[src/core/cdg_pkg.sv]
// Shared constants, register map and state codes for the processor to DRAM glue
// Contract
// RULE1: Address-latch and access-read strobes fall together to start each memory cycle.
// RULE2: Two-stage shifter makes strobes; stage one drives access-read, stage two gates latch.
// RULE3: Processor memory-cycle enable is routed to the controller refresh request.
// RULE4: Refresh request high at least 2 clocks; low no longer than 3 memory cycles.
// RULE5: Controller drops ready and adds a wait when refresh overlaps a new request.
// RULE6: Controller ready is delayed by a flop before it reaches the processor.
// RULE7: Both sequence lines low makes the correction unit generate check bits.
// RULE8: Write column strobe waits for valid data plus check-bit generation time.
// RULE9: Rising first sequence line captures array data and check bits on reads.
// RULE10: Falling second sequence line latches read data and starts the error check.
// RULE11: Single-bit error is corrected and raises the single-error flag.
// RULE12: Double-bit error raises the double-error flag and data stays uncorrected.
// RULE13: First sequence line falling drives checked data onto the processor bus.
// RULE14: Whole correction sequence fits inside the normal memory cycle, no waits.
// RULE15: After reset all shifter stages sit inactive high.
`default_nettype none
package cdg_pkg;
    timeunit 1ns;
    timeprecision 1ps;
    // Register byte offsets
    localparam logic [7:0] CDG_CTRL_OFS = 8'h00;
    localparam logic [7:0] CDG_STAT_OFS = 8'h04;
    localparam logic [7:0] CDG_IRQ_STAT_OFS = 8'h08;
    localparam logic [7:0] CDG_IRQ_MASK_OFS = 8'h0c;
    // Control fields
    localparam int CDG_CTRL_ECC_EN_BIT = 0;
    localparam logic [1:0] CDG_CTRL_RESET = 2'h1;
    localparam int CDG_CTRL_FORCE_REF_BIT = 1;
    // Event bits, shared by status and mask
    localparam int CDG_EV_SINGLE = 0;
    localparam int CDG_EV_DOUBLE = 1;
    localparam int CDG_EV_WAIT = 2;
    localparam int CDG_EV_STARVE = 3;
    localparam int CDG_EV_LATE = 4;
    localparam int CDG_EV_W = 5;
    localparam logic [4:0] CDG_MASK_RESET = 5'h00;
    // Timing, clock 40 MHz
    localparam int CDG_CLK_PERIOD_PS = 25000;
    localparam int CDG_REF_MIN_HIGH_CLKS = 2;
    localparam int CDG_REF_MAX_LOW_CYCLES = 3;
    localparam int CDG_CHECK_GEN_NS = 30;
    localparam int CDG_CAPTURE_NS = 25;
    localparam int CDG_DETECT_NS = 50;
    // Least times round up, none under one cycle
    localparam int CDG_CHECK_GEN_CLKS = ((CDG_CHECK_GEN_NS * 1000 + CDG_CLK_PERIOD_PS - 1)
        / CDG_CLK_PERIOD_PS) < 1 ? 1 : ((CDG_CHECK_GEN_NS * 1000 + CDG_CLK_PERIOD_PS - 1)
        / CDG_CLK_PERIOD_PS);
    localparam int CDG_CAPTURE_CLKS = ((CDG_CAPTURE_NS * 1000 + CDG_CLK_PERIOD_PS - 1)
        / CDG_CLK_PERIOD_PS) < 1 ? 1 : ((CDG_CAPTURE_NS * 1000 + CDG_CLK_PERIOD_PS - 1)
        / CDG_CLK_PERIOD_PS);
    localparam int CDG_DETECT_CLKS = ((CDG_DETECT_NS * 1000 + CDG_CLK_PERIOD_PS - 1)
        / CDG_CLK_PERIOD_PS) < 1 ? 1 : ((CDG_DETECT_NS * 1000 + CDG_CLK_PERIOD_PS - 1)
        / CDG_CLK_PERIOD_PS);
    // Correction sequencer states
    typedef enum logic [2:0] {
        CDG_IDLE = 3'b000,
        CDG_WR_GEN = 3'b001,
        CDG_WR_CAS = 3'b010,
        CDG_RD_CAPT = 3'b011,
        CDG_RD_CHECK = 3'b100,
        CDG_RD_DRIVE = 3'b101,
        CDG_BYPASS = 3'b110
    } cdg_state_t;
endpackage
`default_nettype wire

[src/core/cdg_strobe_shift.sv]
// Two-stage strobe shifter that launches each memory cycle
`default_nettype none
module cdg_strobe_shift
    import cdg_pkg::*;
(
    input wire logic clk,
    input wire logic resetn,
    input wire logic memory_cycle_enable_n,
    output logic access_read_strobe_n,
    output logic address_latch_strobe,
    output logic cycle_start
);
    timeunit 1ns;
    timeprecision 1ps;
    typedef struct packed {
        logic stage1;
        logic stage2;
        logic ale;
    } cdg_shift_t;

    cdg_shift_t s_q;
    cdg_shift_t s_d;

    // Stage one follows the enable, stage two trails it by a clock
    always_comb
    begin
        s_d = s_q;
        s_d.stage1 = memory_cycle_enable_n; // RULE2
        s_d.stage2 = s_q.stage1; // RULE2
        // Gating with stage one makes the latch strobe fall with access-read
        s_d.ale = s_d.stage1 & s_d.stage2; // RULE1
    end

    // All stages idle high after reset so nothing starts early
    always_ff @(posedge clk or negedge resetn)
    begin
        if (!resetn)
            s_q <= '{stage1: 1'b1, stage2: 1'b1, ale: 1'b1}; // RULE15
        else
            s_q <= s_d;
    end

    assign access_read_strobe_n = s_q.stage1; // RULE2
    assign address_latch_strobe = s_q.ale;
    assign cycle_start = s_q.stage1 & ~memory_cycle_enable_n;
endmodule
`default_nettype wire

[src/core/cdg_glue.sv]
// Processor to DRAM controller glue with correction sequencing and APB registers
`default_nettype none
module cdg_glue
    import cdg_pkg::*;
#(
    parameter int MEM_CYCLE_CLKS = 4
)
(
    input wire logic clk,
    input wire logic resetn,
    // APB slave
    input wire logic psel,
    input wire logic penable,
    input wire logic pwrite,
    input wire logic [7:0] paddr,
    input wire logic [31:0] pwdata,
    output logic [31:0] prdata,
    output logic pready,
    output logic pslverr,
    output logic irq,
    // Processor side
    input wire logic memory_cycle_enable_n,
    input wire logic cpu_write,
    output logic cpu_ready,
    // DRAM controller side
    output logic access_read_strobe_n,
    output logic address_latch_strobe,
    output logic refresh_request,
    input wire logic ctrl_ready,
    output logic column_strobe_allow,
    // Correction unit side
    output logic ecc_sequence_a,
    output logic ecc_sequence_b,
    input wire logic single_error_flag,
    input wire logic double_error_flag
);
    timeunit 1ns;
    timeprecision 1ps;
    localparam logic [7:0] GEN_CNT = 8'(CDG_CHECK_GEN_CLKS - 1);
    localparam logic [7:0] CAPT_CNT = 8'(CDG_CAPTURE_CLKS - 1);
    localparam logic [7:0] DET_CNT = 8'(CDG_DETECT_CLKS - 1);
    localparam logic [7:0] REF_MIN = 8'(CDG_REF_MIN_HIGH_CLKS);
    localparam logic [7:0] STARVE_MAX = 8'(CDG_REF_MAX_LOW_CYCLES * MEM_CYCLE_CLKS);
    localparam int LOW_MAX = CDG_REF_MAX_LOW_CYCLES * MEM_CYCLE_CLKS;
    localparam int SEQ_MAX = CDG_CAPTURE_CLKS + CDG_DETECT_CLKS;

    typedef struct packed {
        cdg_state_t state;
        logic [7:0] seq_cnt;
        logic [7:0] ref_cnt;
        logic ref_req;
        logic ready_dly;
        logic seq_a;
        logic seq_b;
        logic cas_allow;
        logic [1:0] ctrl;
        logic [CDG_EV_W-1:0] ev_stat;
        logic [CDG_EV_W-1:0] ev_mask;
        logic [31:0] rdata;
    } cdg_glue_t;

    cdg_glue_t r_q;
    cdg_glue_t r_d;
    logic cycle_start;
    logic wr_acc;
    logic rd_acc;
    logic [CDG_EV_W-1:0] ev_set;

    // Register decode, shared by read and write paths
    function automatic logic known_ofs(input logic [7:0] a);
        known_ofs = (a == CDG_CTRL_OFS) || (a == CDG_STAT_OFS) ||
            (a == CDG_IRQ_STAT_OFS) || (a == CDG_IRQ_MASK_OFS);
    endfunction

    cdg_strobe_shift u_shift (
        .clk(clk),
        .resetn(resetn),
        .memory_cycle_enable_n(memory_cycle_enable_n),
        .access_read_strobe_n(access_read_strobe_n),
        .address_latch_strobe(address_latch_strobe),
        .cycle_start(cycle_start)
    );

    // Zero-wait slave; access phase completes on its first edge
    assign pready = 1'b1;
    assign pslverr = psel & penable & ~known_ofs(paddr);
    assign wr_acc = psel & penable & pwrite;
    assign rd_acc = psel & ~penable & ~pwrite;

    // Next-state logic for everything the glue remembers
    always_comb
    begin
        r_d = r_q;
        ev_set = '0;
        // Delay ready by a flop: processor samples it mid first phase
        r_d.ready_dly = ctrl_ready; // RULE6
        // A dropped ready inside an access is the controller's inserted wait
        ev_set[CDG_EV_WAIT] = ~ctrl_ready & ~access_read_strobe_n; // RULE5

        // Refresh request follows the enable, held high for the minimum window
        if (r_q.ref_req)
        begin
            if (r_q.ref_cnt < REF_MIN)
                r_d.ref_cnt = r_q.ref_cnt + 8'h01;
            if (memory_cycle_enable_n == 1'b0 && r_q.ref_cnt >= REF_MIN - 8'h01
                && !r_q.ctrl[CDG_CTRL_FORCE_REF_BIT])
            begin
                r_d.ref_req = 1'b0; // RULE4
                r_d.ref_cnt = 8'h00;
            end
        end
        else
        begin
            r_d.ref_cnt = r_q.ref_cnt + 8'h01;
            if (memory_cycle_enable_n || r_q.ctrl[CDG_CTRL_FORCE_REF_BIT])
            begin
                r_d.ref_req = 1'b1; // RULE3
                r_d.ref_cnt = 8'h00;
            end
            else if (r_q.ref_cnt >= STARVE_MAX - 8'h01)
            begin
                // Starved: force a refresh window, better a wait than lost data
                r_d.ref_req = 1'b1; // RULE4
                r_d.ref_cnt = 8'h00;
                ev_set[CDG_EV_STARVE] = 1'b1;
            end
        end

        // Correction sequencer
        if (r_q.seq_cnt != 8'h00)
            r_d.seq_cnt = r_q.seq_cnt - 8'h01;
        case (r_q.state)
            CDG_IDLE:
            begin
                // Both lines low here: unit is generating check bits
                if (cycle_start)
                begin
                    if (!r_q.ctrl[CDG_CTRL_ECC_EN_BIT])
                        r_d.state = CDG_BYPASS;
                    else if (cpu_write)
                    begin
                        r_d.state = CDG_WR_GEN; // RULE7
                        r_d.seq_cnt = GEN_CNT;
                    end
                    else
                    begin
                        r_d.state = CDG_RD_CAPT; // RULE9
                        r_d.seq_cnt = CAPT_CNT;
                    end
                end
            end
            CDG_WR_GEN:
                if (r_q.seq_cnt == 8'h00)
                    r_d.state = CDG_WR_CAS; // RULE8
            CDG_RD_CAPT:
                if (r_q.seq_cnt == 8'h00)
                begin
                    r_d.state = CDG_RD_CHECK; // RULE10
                    r_d.seq_cnt = DET_CNT;
                end
            CDG_RD_CHECK:
                if (r_q.seq_cnt == 8'h00)
                    r_d.state = CDG_RD_DRIVE; // RULE13
            CDG_RD_DRIVE:
            begin
                // Flags from the unit are valid once data is driven
                ev_set[CDG_EV_SINGLE] = single_error_flag; // RULE11
                ev_set[CDG_EV_DOUBLE] = double_error_flag; // RULE12
            end
            CDG_WR_CAS, CDG_BYPASS: ;
            default: r_d.state = CDG_IDLE;
        endcase
        // Cycle end returns home; ending before the sequence finished is late
        if (memory_cycle_enable_n && r_q.state != CDG_IDLE)
        begin
            if (r_q.state != CDG_WR_CAS && r_q.state != CDG_RD_DRIVE
                && r_q.state != CDG_BYPASS)
                ev_set[CDG_EV_LATE] = 1'b1; // RULE14
            r_d.state = CDG_IDLE;
        end
        // Sequence lines and column gate come straight from the next state
        r_d.seq_a = (r_d.state == CDG_RD_CAPT) || (r_d.state == CDG_RD_CHECK); // RULE9
        r_d.seq_b = (r_d.state == CDG_RD_CAPT); // RULE10
        r_d.cas_allow = (r_d.state == CDG_WR_CAS) || (r_d.state == CDG_RD_CAPT)
            || (r_d.state == CDG_RD_CHECK) || (r_d.state == CDG_RD_DRIVE)
            || (r_d.state == CDG_BYPASS); // RULE8

        // Register writes; a set in the same cycle beats a clear
        if (wr_acc && paddr == CDG_CTRL_OFS)
            r_d.ctrl = pwdata[1:0];
        if (wr_acc && paddr == CDG_IRQ_MASK_OFS)
            r_d.ev_mask = pwdata[CDG_EV_W-1:0];
        if (wr_acc && paddr == CDG_IRQ_STAT_OFS)
            r_d.ev_stat = r_q.ev_stat & ~pwdata[CDG_EV_W-1:0];
        r_d.ev_stat = r_d.ev_stat | ev_set;

        // Read data latched in setup so it is stable through the access phase
        if (rd_acc)
        begin
            case (paddr)
                CDG_CTRL_OFS: r_d.rdata = {30'h0, r_q.ctrl};
                CDG_STAT_OFS: r_d.rdata = {24'h0, r_q.ref_req, r_q.ready_dly,
                    r_q.seq_a, r_q.seq_b, r_q.cas_allow, r_q.state};
                CDG_IRQ_STAT_OFS: r_d.rdata = {27'h0, r_q.ev_stat};
                CDG_IRQ_MASK_OFS: r_d.rdata = {27'h0, r_q.ev_mask};
                default: r_d.rdata = 32'h0;
            endcase
        end
    end

    // Single state register
    always_ff @(posedge clk or negedge resetn)
    begin
        if (!resetn)
        begin
            r_q <= '0;
            r_q.state <= CDG_IDLE;
            r_q.ref_req <= 1'b1;
            r_q.ready_dly <= 1'b1;
            r_q.ctrl <= CDG_CTRL_RESET;
            r_q.ev_mask <= CDG_MASK_RESET;
        end
        else
            r_q <= r_d;
    end

    assign prdata = r_q.rdata;
    assign irq = |(r_q.ev_stat & r_q.ev_mask);
    assign cpu_ready = r_q.ready_dly;
    assign refresh_request = r_q.ref_req;
    assign ecc_sequence_a = r_q.seq_a;
    assign ecc_sequence_b = r_q.seq_b;
    assign column_strobe_allow = r_q.cas_allow;
endmodule
`default_nettype wire

[config.mk]
export PLATFORM = sky130hd
export DESIGN_NAME = cdg_glue
export DESIGN_NICKNAME = d
export VERILOG_FILES = /design/src/core/cdg_pkg.sv /design/src/core/cdg_strobe_shift.sv /design/src/core/cdg_glue.sv
export SDC_FILE = /design/constraint.sdc
export NUM_CORES = 1
export LEC_CHECK = 0
export BUFFER_PORTS_ARGS = -buffer_cell sky130_fd_sc_hd__buf_2
export CAP_MARGIN = 20
export CORE_MARGIN = 1
export CORE_UTILIZATION = 45
export CTS_CLUSTER_DIAMETER = 100
export DETAILED_ROUTE_END_ITERATION = 8
export PLACE_DENSITY = 0.78
export SYNTH_ARGS = -nofsm -noshare
export SYNTH_HDL_FRONTEND = slang
export SYNTH_SLANG_ARGS = --single-unit
[constraint.sdc]
create_clock -name clk -period 2.6 [get_ports clk]
set_input_delay 0 -clock clk [delete_from_list [all_inputs] [get_ports clk]]
set_output_delay 0 -clock clk [all_outputs]
set_load 0.1 [all_outputs]
**Word-level counts from Yosys, hierarchy flattened**

Cells that the tools add are included.

- $add $sub $neg: 2
- Multiply operators: 0
- Divide/modulo/power cells: 0
- Order comparisons: 3
- Equal/unequal tests: 18
- Shift-type cells: 0
- Muxes and demuxes: 24
- Bitwise gates (word level): 18
- Reductions and logical operators: 25

Operators by type and width:

| kind | count |
|---|---|
| $mux W9 | 4 |
| $pmux W8 S4 | 1 |
| $mux W8 | 3 |
| $mux W11 | 2 |
| $eq A3 B3 Y1 const B | 6 |
| $eq A8 B4 Y1 const B | 2 |
| $logic_not A8 Y1 | 2 |
| $pmux W8 S2 | 1 |
| $pmux W3 S5 | 1 |
| $eq A3 B2 Y1 const B | 4 |
| $mux W3 | 4 |
| $and A5 B5 Y5 | 2 |
| $mux W10 | 1 |
| $logic_or A1 B1 Y1 | 9 |
| $add A8 B1 Y8 const B | 1 |
| $and A1 B1 Y1 | 8 |
| $eq A8 B3 Y1 const B | 1 |
| $ge A8 B1 Y1 const B | 1 |
| $ge A8 B4 Y1 const B | 1 |
| $logic_and A1 B1 Y1 | 8 |
| $lt A8 B2 Y1 const B | 1 |
| $reduce_bool A8 Y1 | 1 |
| $sub A8 B1 Y8 const B | 1 |
| $ne A3 B3 Y1 const B | 2 |
| 14 further kinds | 23 |

- Register bits after elaboration: 70
- Latch bits: 0
- RAM bits: 0
- Memory bits (read-only): 0
- Input port bits: 50
- Logic and storage cells: 104
- Memories: 0

**Depth between registers and ports, before layout**

- Depth after elaboration: 11
- Gate-level depth with buffers: 8

**By module**

Synthesis repeated with hierarchy kept, for this count alone.

- Cell total of the unflattened synthesis: 257
- Area, all modules: 2,606.2 µm²

Modules (own cells, without submodules):

| module | times used | cells each | area an instance (µm²) | seq. area each (µm²) |
|---|---|---|---|---|
| cdg_glue | 1 | 253 | 2,537.4 | 1,104.8 |
| cdg_strobe_shift | 1 | 4 | 68.8 | 52.6 |

**Least setup slack after synthesis**

No wires, ideal clock.

- Path kind: flip-flop to flip-flop
- From: reg r_q[57] (netlist name)
- To: reg r_q, in the netlist ecc_sequence_a
- Library setup time: 120 ps
- Arrival time: 1,953 ps
- Data required time: 2,480 ps
- Path slack: 528 ps
- Stages on the path, launching flop included: 9
- Period minus slack after synthesis: 2,072 ps
- Cell sequence: dfrtp_1 -> inv_1 -> ha_1 -> or4b_4 -> nor2_8 -> inv_4 -> a311oi_4 -> nor3_2 -> a31o_1

RTL lines:

| item | line | RTL |
|---|---|---|
| start: declaration | cdg_glue.sv:62 | `cdg_glue_t r_q;` |
| start signal: assignment | cdg_glue.sv:224 | `r_q <= r_d;` |

==> qor.tcl <==
set qor(critical_path_buf_inv_count) 2
set qor(cts_tree) {built}
set qor(final.fill_count) 495
set qor(final_area_sq_um) 2880
set qor(clock_tree.buffer_depth) 2
set qor(placement.cell_area_sq_um) 2660
set qor(row_count) 27
set qor(vias) 1908
set qor(start_kind) {flip-flop}
set qor(setup_viol) 0
set qor(critPathMaxFanout) 5
set qor(global_route.overflow_total) 0
set qor(wl_per_cell_microns) 13.1
set qor(flow.area_growth_from_synthesis_pct) 12.8
set qor(routability_congestion_estimate_from_global_placement) 0.840
set qor(p_per_area_nw_per_um2) 852
set qor(rsz0062_at_grt) {false}
set qor(synth_area_per_cell_sq_um) 10.0
set qor(tritoncts_num_sinks) 46
set qor(number_of_register_bits_inferred_by_synthesis) 46
set qor(final.min_clock_period_ps) 2250
set qor(synthArstFlopShare_pct) 100
set qor(netlist_area_sq_um) 2560
set qor(synth_flop_cell) {sky130_fd_sc_hd__dfrtp_1}
set qor(route.detailed.drc) 0
set qor(initial_core_util_pct) 46.4
set qor(final_layout_size_suffix_gt1_share_pct) 24.2
set qor(io_buffers) 39
set qor(seq_area_frac_synth_pct) 45.3
set qor(synth_most_common_cell) {sky130_fd_sc_hd__dfrtp_1}
set qor(first_global_vias) 1848
set qor(tightest_slew_ps) 571
set qor(cts_htree_levels) 2
set qor(dp.final_hpwl_microns) 3500
set qor(vdd_drop_max_v) 0.000392
set qor(grt_usage_pct) 18.1
set qor(final_nets) 352
set qor(period_share_pct) 86.7
set qor(maxSlewHeadroom_pct) 61.5
set qor(netlist_instances) 255
set qor(dp_cells) 350
set qor(worst_path_max_delay_cell) {sky130_fd_sc_hd__or4b_4}
set qor(synth_warnings) 0
set qor(register_area_sq_um) 1160
set qor(cp_data_required_time_ps) 2800
set qor(synth_cell_type_count) 54
set qor(drtAntennaViolNets) 0
set qor(critPathCaptureType) {flip-flop}
set qor(antenna_violations_before_repair) 0
set qor(max_freq_mhz) 444
set qor(yosys-top-cells-count) {sky130_fd_sc_hd__dfrtp_1, sky130_fd_sc_hd__buf_4, sky130_fd_sc_hd__nand2_1}
set qor(crit_chain) {inv_1 > ha_1 > or4b_4 > nor2_8 > inv_4 > a311oi_4 > nor3_2 > a31o_1}
set qor(arrival_ps) 2450
set qor(netlist.top_cell.by_area) {sky130_fd_sc_hd__dfrtp_1}
set qor(netlist.area_leader.share_pct) 40.1
set qor(grt_max_degree) 47
set qor(run_status) {complete, no violations}
set qor(drtIter0Drc) 162
set qor(post_drt_via_cell_ratio) 5.16
set qor(report.power.total_uw) 2460
set qor(insertion_delay_ps) 310
set qor(core_region_area_sq_um) 5510
set qor(die_w_microns) 77.4
set qor(number_of_buffers_added_by_the_clock_tree_synthesis_step) 5
set qor(drt-total-wl_microns) 4860
set qor(chipHeight_microns) 77.4
set qor(setup_tns_ps) 0
set qor(timing_hold_violations_final) 0
set qor(drt_pass1_iterations) 4
set qor(grt_first_pass_wirelength_microns) 8480
set qor(synth_edf_count) 0
set qor(fin_worst_skew_ps) 5.65
set qor(timing.max_cap.violations) 0
set qor(cpLargestDelayFamily) {simple AND/OR/NAND/NOR gates}
set qor(final-max-slew-violation-count) 0
set qor(ios) 92
set qor(design.die.area_sq_um) 5990
set qor(critPathMaxStageDelay_ps) 550
set qor(critical_path_class) {reg2reg}
set qor(cells_taking_the_most_area_after_synthesis) {sky130_fd_sc_hd__dfrtp_1, sky130_fd_sc_hd__buf_4, sky130_fd_sc_hd__dfstp_2}
set qor(leakagePower_uw) 0.00137
set qor(finalNonFillerCells) 370
set qor(cts.clk_slew.worst_paths_ps) 80
set qor(cts_setup_buffers) 0
set qor(cts_root_buf) {sky130_fd_sc_hd__clkbuf_8}
set qor(multiInputGateArea_sq_um) 1170
set qor(number_of_antenna_cells_inserted) 0
set qor(min_path_type) {in2reg}
-- path summary, 6_finish.rpt --
check | from | end | slack (ps) | depth (start not counted)
worst min register to register | prdata[0]$_DFFE_PN0P_ | prdata[0]$_DFFE_PN0P_ | 480 | 2
worst max-delay path | r_q[57]$_DFF_PN0_ | ecc_sequence_a$_DFF_PN0_ | 350 | 8
worst max register to register | r_q[57]$_DFF_PN0_ | ecc_sequence_a$_DFF_PN0_ | 350 | 8
min in group asynchronous | resetn | r_q[54]$_DFFE_PN0P_ | 120 | 2
worst min-delay path | cpu_write | r_q[57]$_DFF_PN0_ | 30 | 3
max in group asynchronous | resetn | r_q[42]$_DFFE_PN1P_ | 1930 | 3
-- per-layer routing --
metal  share of wire, %  vias up  global-route usage, %
met4                1.2        0                   7.36
met1                 44      919                   23.3
met2                 50       48                   29.6
met3                4.4        7                   4.00
li1                   -      934                      -
met5                  0        -                      0
-- kinds of logic after synthesis --
group	after synthesis	synth area share [%]
muxes	11	5.72
and+or+nand+nor	83	17.6
xor gates and xnor gates	4	1.37
DFF	46	45.3
other	2	0.294
buffers and inverters	50	12.3
AOI/OAI and AO/OA	54	15.0
adders and majority gates	5	2.45
-- what timing repair did --
item / in CTS / in global routing
hold buffers: 11 / 0
endpoints found under the setup margin: 0 / 0
endpoints found under the hold margin: 56 / 0
gates resized for setup: 0 / 0
-- area by class of cell --
| class | count | area share (%) |
|---|---|---|
| multi-input cells | 182 | 40.7 |
| flip-flops and latches | 46 | 40.1 |
| repair buffers | 51 | 11.3 |
| well taps | 72 | 3.12 |
| clock buffers | 7 | 2.99 |
| inverters | 11 | 1.52 |
| clock inverters | 1 | 0.304 |
-- state kept, by name (all words and copies together), names as in the netlist --
name,flops
prdata,8
cpu_ready,1
u_shift.access_read_strobe_n,1
u_shift.address_latch_strobe,1
column_strobe_allow,1
refresh_request,1
ecc_sequence_b,1
ecc_sequence_a,1
r_q,31
-- worst reg2reg max path, stage by stage, from the launching register on --
cell                       delay, ps
sky130_fd_sc_hd__dfrtp_1         410
sky130_fd_sc_hd__inv_1            80
sky130_fd_sc_hd__ha_1            200
sky130_fd_sc_hd__or4b_4          550
sky130_fd_sc_hd__nor2_8          170
sky130_fd_sc_hd__inv_4            60
sky130_fd_sc_hd__a311oi_4        360
sky130_fd_sc_hd__nor3_2           90
sky130_fd_sc_hd__a31o_1          230
-- stage by stage --
step / util (%) / worst slack [ps] / hold slack (ps)
6_report: 52.4 / 347 / 25.5
5_1_grt: 52.4 / 237 / 68.5
4_1_cts: 52.0 / 335 / 19.5
3_5_place_dp: 48.3 / 351 / 132
3_3_place_gp: 48.3 / 383 / 131
2_1_floorplan: - / 528 / -296
-- report_power, final --
group	total (uW)	leakage (uW)	switching [uW]	internal [uW]
Sequential	1020	0.000588	163	857
Clock	469	0.0000489	250	220
Combinational	968	0.000734	669	299
Total	2460	0.00137	1080	1380
-- cell usage in the layout (no fill, tap or decap), types with 7 or more instances in the layout --
master                          instances
sky130_fd_sc_hd__dfrtp_1               41
sky130_fd_sc_hd__buf_2                 39
sky130_fd_sc_hd__nand2_1               26
sky130_fd_sc_hd__conb_1                25
sky130_fd_sc_hd__nor2_1                22
sky130_fd_sc_hd__o21ai_0               16
sky130_fd_sc_hd__dlygate4sd3_1         11
sky130_fd_sc_hd__inv_1                 10
sky130_fd_sc_hd__a21oi_1                9
sky130_fd_sc_hd__mux2_2                 9
sky130_fd_sc_hd__nand3_1                7
(Power assumes the default switching activity.)
